## config.mk

```make
export PLATFORM = sky130hd
export DESIGN_NAME = uei_dev_flat
export DESIGN_NICKNAME = d
export VERILOG_FILES = /design/src/pkg/uei_pkg.sv /design/src/pkg/uei_link_if.sv /design/src/design/uei_dev.sv /design/src/flat_wrapper.sv
export VERILOG_INCLUDE_DIRS = /design/src /design/src/pkg
export SDC_FILE = /design/constraint.sdc
export NUM_CORES = 2
export LEC_CHECK = 0
export ABC_AREA = 1
export BUFFER_PORTS_ARGS = -buffer_cell sky130_fd_sc_hd__buf_4
export CAP_MARGIN = 25
export CORE_ASPECT_RATIO = 0.5
export CORE_MARGIN = 5
export CORE_UTILIZATION = 40
export CTS_CLUSTER_SIZE = 14
export DETAILED_ROUTE_END_ITERATION = 10
export HOLD_SLACK_MARGIN = 0.03
export SYNTH_ARGS = -nofsm -noshare
export SYNTH_HDL_FRONTEND = slang
export SYNTH_SLANG_ARGS = --single-unit
```

## constraint.sdc

```tcl
create_clock -name aclk -period 8.2 [get_ports aclk]
set_clock_uncertainty 0.15 [all_clocks]
set_input_delay 0.41 -clock aclk [delete_from_list [all_inputs] [get_ports aclk]]
set_output_delay 0.41 -clock aclk [all_outputs]
set_load 0.05 [all_outputs]
```

## src/pkg/uei_map.svh

```systemverilog
// Register offsets, field positions and timing counts of the endpoint interrupt block.
// Assumes a 100 MHz aclk; included by bare name wherever the map is needed.
`ifndef UEI_MAP_SVH
`define UEI_MAP_SVH
// ==========================================================================
// Device registers on the link (5-bit address, 8-bit data)
// ==========================================================================
`define UEI_R_IDX 5'h00
`define UEI_R_ST1 5'h01
`define UEI_R_ST2 5'h02
`define UEI_R_IEN1 5'h03
`define UEI_R_IEN2 5'h04
`define UEI_R_IRQ_CONTROL_A 5'h05
`define UEI_R_TXCSR 5'h06
`define UEI_R_RXCSR 5'h07
`define UEI_R_MAX_PACKET_SIZE 5'h08
`define UEI_R_TXDATA 5'h09
`define UEI_R_ISO 5'h0A
// Status register two field positions.
`define UEI_ST2_OVR 4
`define UEI_ST2_RST 5
`define UEI_ST2_RES 6
`define UEI_ST2_SUS 7
// Control register A field positions.
`define UEI_ICA_FUNC 0
`define UEI_ICA_SOF 1
// Packet-ready bit of the transmit and receive control words.
`define UEI_CSR_RDY 0
// Endpoint count and reset value of every device register.
`define UEI_NEP 5
`define UEI_REG_RST 8'h00
// ==========================================================================
// Controller registers on AXI4-Lite
// ==========================================================================
`define UEI_A_CMD 8'h00
`define UEI_A_STAT 8'h04
`define UEI_A_ISR 8'h08
`define UEI_CMD_WR 16
`define UEI_CMD_SVC 17
`define UEI_CMD_CLRI 18
`define UEI_AXI_OKAY 2'h0
`define UEI_AXI_SLVERR 2'h2
// ==========================================================================
// Timing
// ==========================================================================
`define UEI_CLK_NS 10
`define UEI_SUSP_NS 3000000
`define UEI_SE0_NS 2500000
`define UEI_SUSP_CYC ((`UEI_SUSP_NS + `UEI_CLK_NS - 1) / `UEI_CLK_NS)
`define UEI_SE0_CYC ((`UEI_SE0_NS + `UEI_CLK_NS - 1) / `UEI_CLK_NS)
`endif

```

## src/pkg/uei_pkg.sv

```systemverilog
// Types shared by the two ends of the endpoint interrupt block.
// Assumes nothing beyond a SystemVerilog compiler.
package uei_pkg;
  // ==========================================================================
  // Controller sequencer states
  // ==========================================================================
  typedef enum logic [3:0] {
    UEI_IDLE = 4'h0, // Waiting for a command.
    UEI_CRD = 4'h1, // Reading the transmit control word.
    UEI_CHK = 4'h2, // Judging whether buffer data may be written.
    UEI_AWR = 4'h3, // Writing one device register.
    UEI_ARD = 4'h4, // Reading one device register.
    UEI_RDN = 4'h5, // Capturing read data.
    UEI_SR1 = 4'h6, // Reading status one.
    UEI_SR2 = 4'h7, // Reading status two.
    UEI_SW1 = 4'h8, // Writing status one back.
    UEI_SW2 = 4'h9 // Writing status two back.
  } uei_hst_t;
endpackage

```

## src/pkg/uei_link_if.sv

```systemverilog
// Register link between the processor-side controller and the USB function.
// Assumes both ends share aclk; strobes are sampled on its rising edge.
`timescale 1ns/100ps
`default_nettype none
interface uei_link_if;
  logic rd; // One-cycle read strobe.
  logic wr; // One-cycle write strobe.
  logic [4:0] addr; // Register address.
  logic [7:0] wdata; // Write data.
  logic [7:0] rdata; // Read data, valid the cycle after rd.
  logic irq_func; // Summary function interrupt level.
  logic irq_sof; // Start-of-frame pulse.
  modport dev (input rd, wr, addr, wdata, output rdata, irq_func, irq_sof);
  modport ctl (output rd, wr, addr, wdata, input rdata, irq_func, irq_sof);
endinterface
`default_nettype wire

```

## src/design/uei_dev.sv

```systemverilog
// USB function endpoint interrupt flags and transmit buffer control.
// Assumes the bus engine delivers one event per cycle, tagged by ev_ep.
//
// Register access over AXI4-Lite and the register offsets are this design's own decisions.
`timescale 1ns/100ps
`default_nettype none
`include "uei_map.svh"
module uei_dev
  import uei_pkg::*;
#(
  parameter int DEPTH = 16,
  parameter int SUSP_CYC = `UEI_SUSP_CYC,
  parameter int SE0_CYC = `UEI_SE0_CYC
) (
  input wire logic aclk,
  input wire logic aresetn,
  uei_link_if.dev lk,
  input wire logic line_idle,
  input wire logic line_se0,
  input wire logic sof_rcvd,
  input wire logic [2:0] ev_ep,
  input wire logic rx_byte,
  input wire logic rx_ok,
  input wire logic rx_fail,
  input wire logic tx_start,
  input wire logic tx_rd,
  input wire logic tx_ack,
  input wire logic tx_fail,
  input wire logic stall_set,
  input wire logic setup_end_set,
  input wire logic data_end_clr,
  output logic [7:0] tx_data,
  output logic tx_has_data
);
  // ==========================================================================
  // State
  // ==========================================================================
  localparam int PW = $clog2(DEPTH);
  localparam int CW = $clog2(SUSP_CYC + SE0_CYC + 1);
  localparam int NEP = `UEI_NEP;
  typedef struct packed {
    logic [2:0] idx; // Endpoint index for buffer and control accesses.
    logic [7:0] st1; // Control endpoint and transmit flags.
    logic [7:0] st2; // Receive, overrun, reset, resume, suspend flags.
    logic [7:0] ien1; // Enables for status one.
    logic [7:0] ien2; // Enables for status two.
    logic [7:0] ica; // Control register A.
    logic [NEP-1:0] iso; // Isochronous endpoint marks.
    logic [NEP-1:0][7:0] max_packet_size; // Maximum packet size per endpoint.
    logic [NEP-1:0][1:0] tpk; // Committed transmit packets.
    logic [NEP-1:0][PW-1:0] twp; // Transmit write pointers.
    logic [NEP-1:0][PW-1:0] trp; // Transmit read pointers.
    logic [NEP-1:0][PW-1:0] tsp; // Start of the current transmit set.
    logic [NEP-1:0][1:0] rpk; // Received packets awaiting unload.
    logic [NEP-1:0][PW-1:0] rwp; // Receive write pointers.
    logic [NEP-1:0][PW-1:0] rsp; // Start of the current receive set.
    logic [NEP-1:0] ttog; // Transmit data toggles.
    logic [NEP-1:0] rtog; // Receive data toggles.
    logic [NEP-1:0][DEPTH-1:0][7:0] mem; // Transmit buffers.
    logic susp; // Suspended.
    logic [CW-1:0] icnt; // Idle bus cycles.
    logic [CW-1:0] zcnt; // SE0 cycles.
    logic [7:0] rdata; // Link read data.
    logic [7:0] txd; // Byte to the serialiser.
    logic sof; // Start-of-frame interrupt pulse.
  } dev_st_t;
  dev_st_t s_q, s_d;

  // Dual packet mode test for one endpoint.
  function automatic logic uei_dual(input logic [7:0] mp, input logic [2:0] ep);
    uei_dual = (ep != 3'h0) && (mp <= 8'(DEPTH / 2));
  endfunction

  // Packet-ready as seen by the processor.
  function automatic logic uei_rdy(input logic [1:0] pk, input logic dual);
    uei_rdy = dual ? (pk == 2'h2) : (pk != 2'h0);
  endfunction

  // ==========================================================================
  // Next state
  // ==========================================================================
  // Processor writes are applied first so that hardware sets win over clears.
  always_comb begin
    logic [2:0] i;
    logic [2:0] e;
    logic ev_ok;
    logic [CW-1:0] zkeep;
    s_d = s_q;
    i = s_q.idx;
    e = ev_ep;
    ev_ok = (ev_ep < 3'(NEP));
    zkeep = s_q.zcnt;
    s_d.sof = sof_rcvd & s_q.ica[`UEI_ICA_SOF];
    // Link read: data appears one cycle after the strobe; unmapped reads zero.
    if (lk.rd) begin
      unique case (lk.addr)
        `UEI_R_IDX: s_d.rdata = {5'h00, s_q.idx};
        `UEI_R_ST1: s_d.rdata = s_q.st1;
        `UEI_R_ST2: s_d.rdata = s_q.st2;
        `UEI_R_IEN1: s_d.rdata = s_q.ien1;
        `UEI_R_IEN2: s_d.rdata = s_q.ien2;
        `UEI_R_IRQ_CONTROL_A: s_d.rdata = s_q.ica;
        `UEI_R_TXCSR: s_d.rdata = {6'h00, s_q.tpk[i] != 2'h0,
          uei_rdy(s_q.tpk[i], uei_dual(s_q.max_packet_size[i], i))};
        `UEI_R_RXCSR: s_d.rdata = {7'h00, s_q.rpk[i] != 2'h0};
        `UEI_R_MAX_PACKET_SIZE: s_d.rdata = s_q.max_packet_size[i];
        `UEI_R_ISO: s_d.rdata = 8'(s_q.iso);
        default: s_d.rdata = 8'h00;
      endcase
    end
    // Link write.
    if (lk.wr) begin
      unique case (lk.addr)
        `UEI_R_IDX: s_d.idx = lk.wdata[2:0];
        `UEI_R_ST1: s_d.st1 = s_q.st1 & ~lk.wdata;
        `UEI_R_ST2: s_d.st2 = s_q.st2 & ~lk.wdata;
        `UEI_R_IEN1: s_d.ien1 = lk.wdata;
        `UEI_R_IEN2: s_d.ien2 = lk.wdata;
        `UEI_R_IRQ_CONTROL_A: s_d.ica = lk.wdata;
        `UEI_R_TXCSR: begin
          // Processor commits one loaded packet.
          if (i < 3'(NEP) && lk.wdata[`UEI_CSR_RDY] && s_q.tpk[i] != 2'h2) begin
            s_d.tpk[i] = s_q.tpk[i] + 2'h1;
          end
        end
        `UEI_R_RXCSR: begin
          // Writing zero releases the oldest unloaded packet.
          if (i < 3'(NEP) && !lk.wdata[`UEI_CSR_RDY] && s_q.rpk[i] != 2'h0) begin
            s_d.rpk[i] = s_q.rpk[i] - 2'h1;
          end
        end
        `UEI_R_MAX_PACKET_SIZE: if (i < 3'(NEP)) s_d.max_packet_size[i] = lk.wdata;
        `UEI_R_TXDATA: begin
          if (i < 3'(NEP)) begin
            s_d.mem[i][s_q.twp[i]] = lk.wdata;
            s_d.twp[i] = s_q.twp[i] + 1'b1;
          end
        end
        `UEI_R_ISO: s_d.iso = lk.wdata[NEP-1:0];
        default: s_d.idx = s_q.idx;
      endcase
    end
    // Bus events from the serial engine.
    if (ev_ok) begin
      if (tx_rd) begin
        s_d.txd = s_q.mem[e][s_q.trp[e]];
        s_d.trp[e] = s_q.trp[e] + 1'b1;
      end
      if (tx_start && s_q.iso[e] && s_q.tpk[e] == 2'h0) begin
        s_d.st2[`UEI_ST2_OVR] = 1'b1;
        if (e != 3'h0) s_d.st1[e] = 1'b1;
      end
      if (tx_ack) begin
        // Host acknowledged: the set is spent and room frees at once.
        if (s_q.tpk[e] != 2'h0) s_d.tpk[e] = s_q.tpk[e] - 2'h1;
        s_d.tsp[e] = s_q.trp[e];
        s_d.ttog[e] = ~s_q.ttog[e];
        s_d.st1[e] = 1'b1;
      end
      if (tx_fail) s_d.trp[e] = s_q.tsp[e];
      if (rx_byte) s_d.rwp[e] = s_q.rwp[e] + 1'b1;
      if (rx_fail) s_d.rwp[e] = s_q.rsp[e];
      if (rx_ok) begin
        if (s_q.iso[e] && s_q.rpk[e] == (uei_dual(s_q.max_packet_size[e], e) ? 2'h2 : 2'h1)) begin
          // No room: the packet is dropped and overrun is flagged.
          s_d.rwp[e] = s_q.rsp[e];
          s_d.st2[`UEI_ST2_OVR] = 1'b1;
        end else begin
          s_d.rpk[e] = s_q.rpk[e] + 2'h1;
          s_d.rsp[e] = s_q.rwp[e];
          s_d.rtog[e] = ~s_q.rtog[e];
        end
        if (e == 3'h0) s_d.st1[0] = 1'b1;
        else s_d.st2[e-3'h1] = 1'b1;
      end
      if (stall_set) begin
        if (e == 3'h0) s_d.st1[0] = 1'b1;
        else s_d.st2[e-3'h1] = 1'b1;
      end
    end
    if (setup_end_set) begin
      s_d.tpk[0] = 2'h0;
      s_d.st1[0] = 1'b1;
    end
    if (data_end_clr) s_d.st1[0] = 1'b1;
    // Idle-bus timer and resume detection.
    if (line_idle) begin
      if (s_q.icnt != CW'(SUSP_CYC)) s_d.icnt = s_q.icnt + 1'b1;
      if (s_q.icnt == CW'(SUSP_CYC - 1)) begin
        s_d.st2[`UEI_ST2_SUS] = 1'b1;
        s_d.susp = 1'b1;
      end
    end else begin
      s_d.icnt = '0;
      if (s_q.susp) begin
        s_d.susp = 1'b0;
        s_d.st2[`UEI_ST2_RES] = 1'b1;
      end
    end
    // SE0 timer; on expiry everything but the reset flag and the SE0 count returns to default.
    if (line_se0) begin
      if (s_q.zcnt != CW'(SE0_CYC)) begin
        zkeep = s_q.zcnt + 1'b1;
      end
      s_d.zcnt = zkeep;
      if (s_q.zcnt == CW'(SE0_CYC - 1)) begin
        s_d = '0;
        s_d.zcnt = zkeep;
        s_d.st2[`UEI_ST2_RST] = 1'b1;
      end
    end else begin
      s_d.zcnt = '0;
    end
  end

  // Register the whole state.
  always_ff @(posedge aclk) begin
    if (!aresetn) begin
      s_q <= '0;
    end else begin
      s_q <= s_d;
    end
  end

  // ==========================================================================
  // Outputs
  // ==========================================================================
  // Reset and resume have no enable; suspend uses enable-two bit seven.
  assign lk.irq_func = s_q.ica[`UEI_ICA_FUNC] & (|(s_q.st1 & s_q.ien1)
    | |(s_q.st2 & {s_q.ien2[7], 2'b11, s_q.ien2[4:0]}));
  assign lk.irq_sof = s_q.sof;
  assign lk.rdata = s_q.rdata;
  assign tx_data = s_q.txd;
  assign tx_has_data = (ev_ep < 3'(NEP)) ? (s_q.tpk[ev_ep] != 2'h0) : 1'b0;
endmodule
`default_nettype wire

```

## src/flat_wrapper.sv

```systemverilog
// flat-port wrapper written by rule: the top's interface ports become plain ports
module uei_dev_flat import uei_pkg::*;
#(
  parameter int DEPTH = 16,
  parameter int SUSP_CYC = `UEI_SUSP_CYC,
  parameter int SE0_CYC = `UEI_SE0_CYC
)
  (aclk, aresetn, line_idle, line_se0, sof_rcvd, ev_ep, rx_byte, rx_ok, rx_fail, tx_start, tx_rd, tx_ack, tx_fail, stall_set, setup_end_set, data_end_clr, tx_data, tx_has_data, lk_rd, lk_wr, lk_addr, lk_wdata, lk_rdata, lk_irq_func, lk_irq_sof);
  uei_link_if lk_i ();
  input wire logic aclk;
  input wire logic aresetn;
  input wire logic line_idle;
  input wire logic line_se0;
  input wire logic sof_rcvd;
  input wire logic [2:0] ev_ep;
  input wire logic rx_byte;
  input wire logic rx_ok;
  input wire logic rx_fail;
  input wire logic tx_start;
  input wire logic tx_rd;
  input wire logic tx_ack;
  input wire logic tx_fail;
  input wire logic stall_set;
  input wire logic setup_end_set;
  input wire logic data_end_clr;
  output logic [7:0] tx_data;
  output logic tx_has_data;
  input wire logic [$bits(lk_i.rd)-1:0] lk_rd;
  input wire logic [$bits(lk_i.wr)-1:0] lk_wr;
  input wire logic [$bits(lk_i.addr)-1:0] lk_addr;
  input wire logic [$bits(lk_i.wdata)-1:0] lk_wdata;
  output wire logic [$bits(lk_i.rdata)-1:0] lk_rdata;
  output wire logic [$bits(lk_i.irq_func)-1:0] lk_irq_func;
  output wire logic [$bits(lk_i.irq_sof)-1:0] lk_irq_sof;
  assign lk_i.rd = lk_rd;
  assign lk_i.wr = lk_wr;
  assign lk_i.addr = lk_addr;
  assign lk_i.wdata = lk_wdata;
  assign lk_rdata = lk_i.rdata;
  assign lk_irq_func = lk_i.irq_func;
  assign lk_irq_sof = lk_i.irq_sof;
  uei_dev #(.DEPTH(DEPTH), .SUSP_CYC(SUSP_CYC), .SE0_CYC(SE0_CYC)) u_core (.aclk(aclk), .aresetn(aresetn), .lk(lk_i), .line_idle(line_idle), .line_se0(line_se0), .sof_rcvd(sof_rcvd), .ev_ep(ev_ep), .rx_byte(rx_byte), .rx_ok(rx_ok), .rx_fail(rx_fail), .tx_start(tx_start), .tx_rd(tx_rd), .tx_ack(tx_ack), .tx_fail(tx_fail), .stall_set(stall_set), .setup_end_set(setup_end_set), .data_end_clr(data_end_clr), .tx_data(tx_data), .tx_has_data(tx_has_data));
endmodule
```

==> impl_metrics.yaml <==
clock_network:
  cts.clk_slew.worst_paths_ns: 0.07
  clock_sinks: 866
  clk_latency_ns: 0.67
  cts_root_buffer: "clkbuf_16"
  cts_buffer_depth: 3
  cts_tree: "built"
  numCtsBuffers: 83
  post_cts_buffers: 0
  htree_num_levels: 3
  cts-resized-gates: 0
  postCtsHoldBufs: 15
route:
  drc: 0
  drtAntennaViolNets: 0
  dr.pass1.iters: 7
  totalWireLength_um: 133000
  vias: 38071
  drt-vias-per-instance: 5.48
  drt-initial-drc-count: 3859
  wl_per_cell_um: 19.2
finish:
  final_common_cell: "nand2_1"
  area_growth_pct: 9.14
  final_cell_mix: "nand2_1 (988), dfxtp_1 (866), a21oi_1 (729)"
  drive_gt1_share_pct: 5.59
  fillers: 9929
  finalInstanceArea_sq_mm: 0.0434
  nets: 5611
  antenna_cells: 0
floorplanning:
  rows: 81
  die_h_um: 233
  dieArea_sq_mm: 0.106
  start_util_pct: 40.5
  core_sq_mm: 0.0982
  ios: 52
  die_w_um: 456
logic_synthesis:
  synth_top_area_share_pct: 43.6
  synth-seq-area-share_pct: 43.6
  synth_cell_type_count: 47
  syn_area_sq_mm: 0.0398
  avgSynthCellArea_sq_um: 6.88
  synth_nets: 5825
  synth_seq_cells: 866
  synth_top_area_cell: "dfxtp_1"
  synthTopCellsByArea: "dfxtp_1 (44%), nand2_1 (9.3%), a21oi_1 (9.2%)"
  netlist_instances: 5777
  yosysWarnings: 0
worst_hold_path:
  hp-class: "in -> reg"
  min_delay_worst_endpoint: "u_core.s_q[901]$_SDFF_PN0_"
  hp-start: "stall_set"
  hold_path_depth: 5
critical_path:
  critical_path_class: "in -> out"
  r2r_setup_slack_ns: 3.72
  r2r-start: "u_core.s_q[913]$_SDFF_PN0_"
  cp-end-kind: "primary output"
  crit_required_ns: 7.64
  worst_ep_arrival_time_ns: 4.10
  rr_endpoint: "u_core.s_q[407]$_SDFF_PN0_"
  setup.worst_path.start_class: "input port"
  path_max_fanout: 41
  r2r_cells: 12
placed_design:
  dpl.hpwl_um: 81000
  gp_congestion: 0.916
  place_area_sq_mm: 0.0405
  io_buffers: 49
global_routing:
  grt_pass1_vias: 34912
  track_usage_pct: 24.4
  overflow: 0
  antenna_found_initial: 2
  grt_max_degree: 249
  grt_pass1_wl_um: 206000
sta:
  rsz0062_at_grt: "false"
  finalHoldViolations: 0
  finalSetupViolCount: 0
  hold_ws_ns: 0.105
  tightest_slew_ns: 1.14
  timing.setup.tns_ns: 0
  max-slew-margin-rel_pct: 24.2
  max_freq_mhz: 215
  fin_crit_sh_pct: 56.8
  slew_viol_final: 0
  period_minus_slack_ns: 4.66
pwr:
  powerDensity_mw_per_mm2: 202
  vdd_ir_drop_max_mv: 0.129
  leakagePower_nw: 15.9
status:
  outcome: "complete, no violations"
run:
  drv_cap: 0
==> where the power goes <==
| part | total (mW) | switching (mW) | internal, mW |
|---|---|---|---|
| clock network | 3.85 | 1.71 | 2.14 |
| registers | 4.24 | 0.0144 | 4.23 |
| logic | 0.666 | 0.522 | 0.144 |
| total | 8.76 | 2.25 | 6.52 |
==> area by class of cell <==
class | count | area, sq um | share of cell area [%]
Sequential cell | 866 | 17300 | 39.9
Clock buffer | 121 | 2420 | 5.58
Multi-Input combinational cell | 3820 | 18200 | 41.9
Tap cell | 1328 | 1660 | 3.83
Inverter | 681 | 2570 | 5.91
Clock inverter | 21 | 216 | 0.499
Timing Repair Buffer | 111 | 1020 | 2.34
==> critical path, cell delays in order <==
cell      delay [ns]
buf_4           0.32
inv_1           0.69
nand2_1         0.24
nor2_4          0.76
buf_4           0.69
a221oi_1        0.17
ha_1            0.30
nor2_1          0.21
buf_4           0.24
==> how the worst max path moves through the flow <==
stage                                          start                           end  depth (start not counted)
final                                       ev_ep[2]                   tx_has_data                          9
after floorplan                             ev_ep[2]    u_core.s_q[824]$_SDFF_PN0_                         16
after detailed placement                    ev_ep[2]  u_core.tx_data[0]$_SDFF_PN0_                         14
after CTS                                   ev_ep[2]                   tx_has_data                          9
after global placement                      ev_ep[2]  u_core.tx_data[3]$_SDFF_PN0_                         14
after global routing      u_core.s_q[913]$_SDFF_PN0_    u_core.s_q[281]$_SDFF_PN0_                         12
==> metrics by stage <==
step,worst slack (ns),utilization [%],instances,total power [mW]
6_report,3.54,44.2,6948,8.76
5_1_grt,3.36,44.2,6948,9.04
4_1_cts,3.56,44.1,6945,8.80
3_5_place_dp,3.47,41.3,6788,4.97
3_3_place_gp,3.52,41.2,6785,4.96
2_1_floorplan,4.69,-,5777,4.72
==> cells by family after synthesis <==
logic type | share of synthesized area (%)
simple gates | 22.4
buf+inv | 10.8
flops | 43.6
compound gates | 22.3
mux | 0.176
xor+xnor | 0.242
fa+ha+maj | 0.472
==> registers in the layout (all words and copies together), names as in the netlist <==
register,cells
u_core.s_q,849
u_core.lk.rdata,8
u_core.tx_data,8
u_core.lk.irq_sof,1
==> metal layers <==
metal  vias to the layer above  GRT usage [%]  share of wire (%)
li1                      18529              -                  -
met1                     17872           34.6                 46
met4                         2           6.88                2.5
met5                         -              0             0.0090
met3                       210           5.09                9.0
met2                      1458           37.5                 43
==> Yosys cell counts, drive strengths merged <==
cell type / instances
o31ai: 1
ha: 15
o22ai: 34
a311oi: 2
xor2: 5
a41oi: 1
mux2i: 7
nand3: 505
clkinv: 12
or2: 9
o2111ai: 3
a221oi: 9
o211a: 1
inv: 669
buf: 148
nand2: 991
o221ai: 2
nor4b: 1
nor3b: 2
o21a: 4
a21oi: 729
clkbuf: 262
dfxtp: 866
nor3: 32
a211oi: 115
a31oi: 8
nor2: 537
and2: 1
a22oi: 1
nor4: 5
nand4: 27
o211ai: 19
xnor2: 6
o21ai: 748
(Power assumes the default switching activity.)
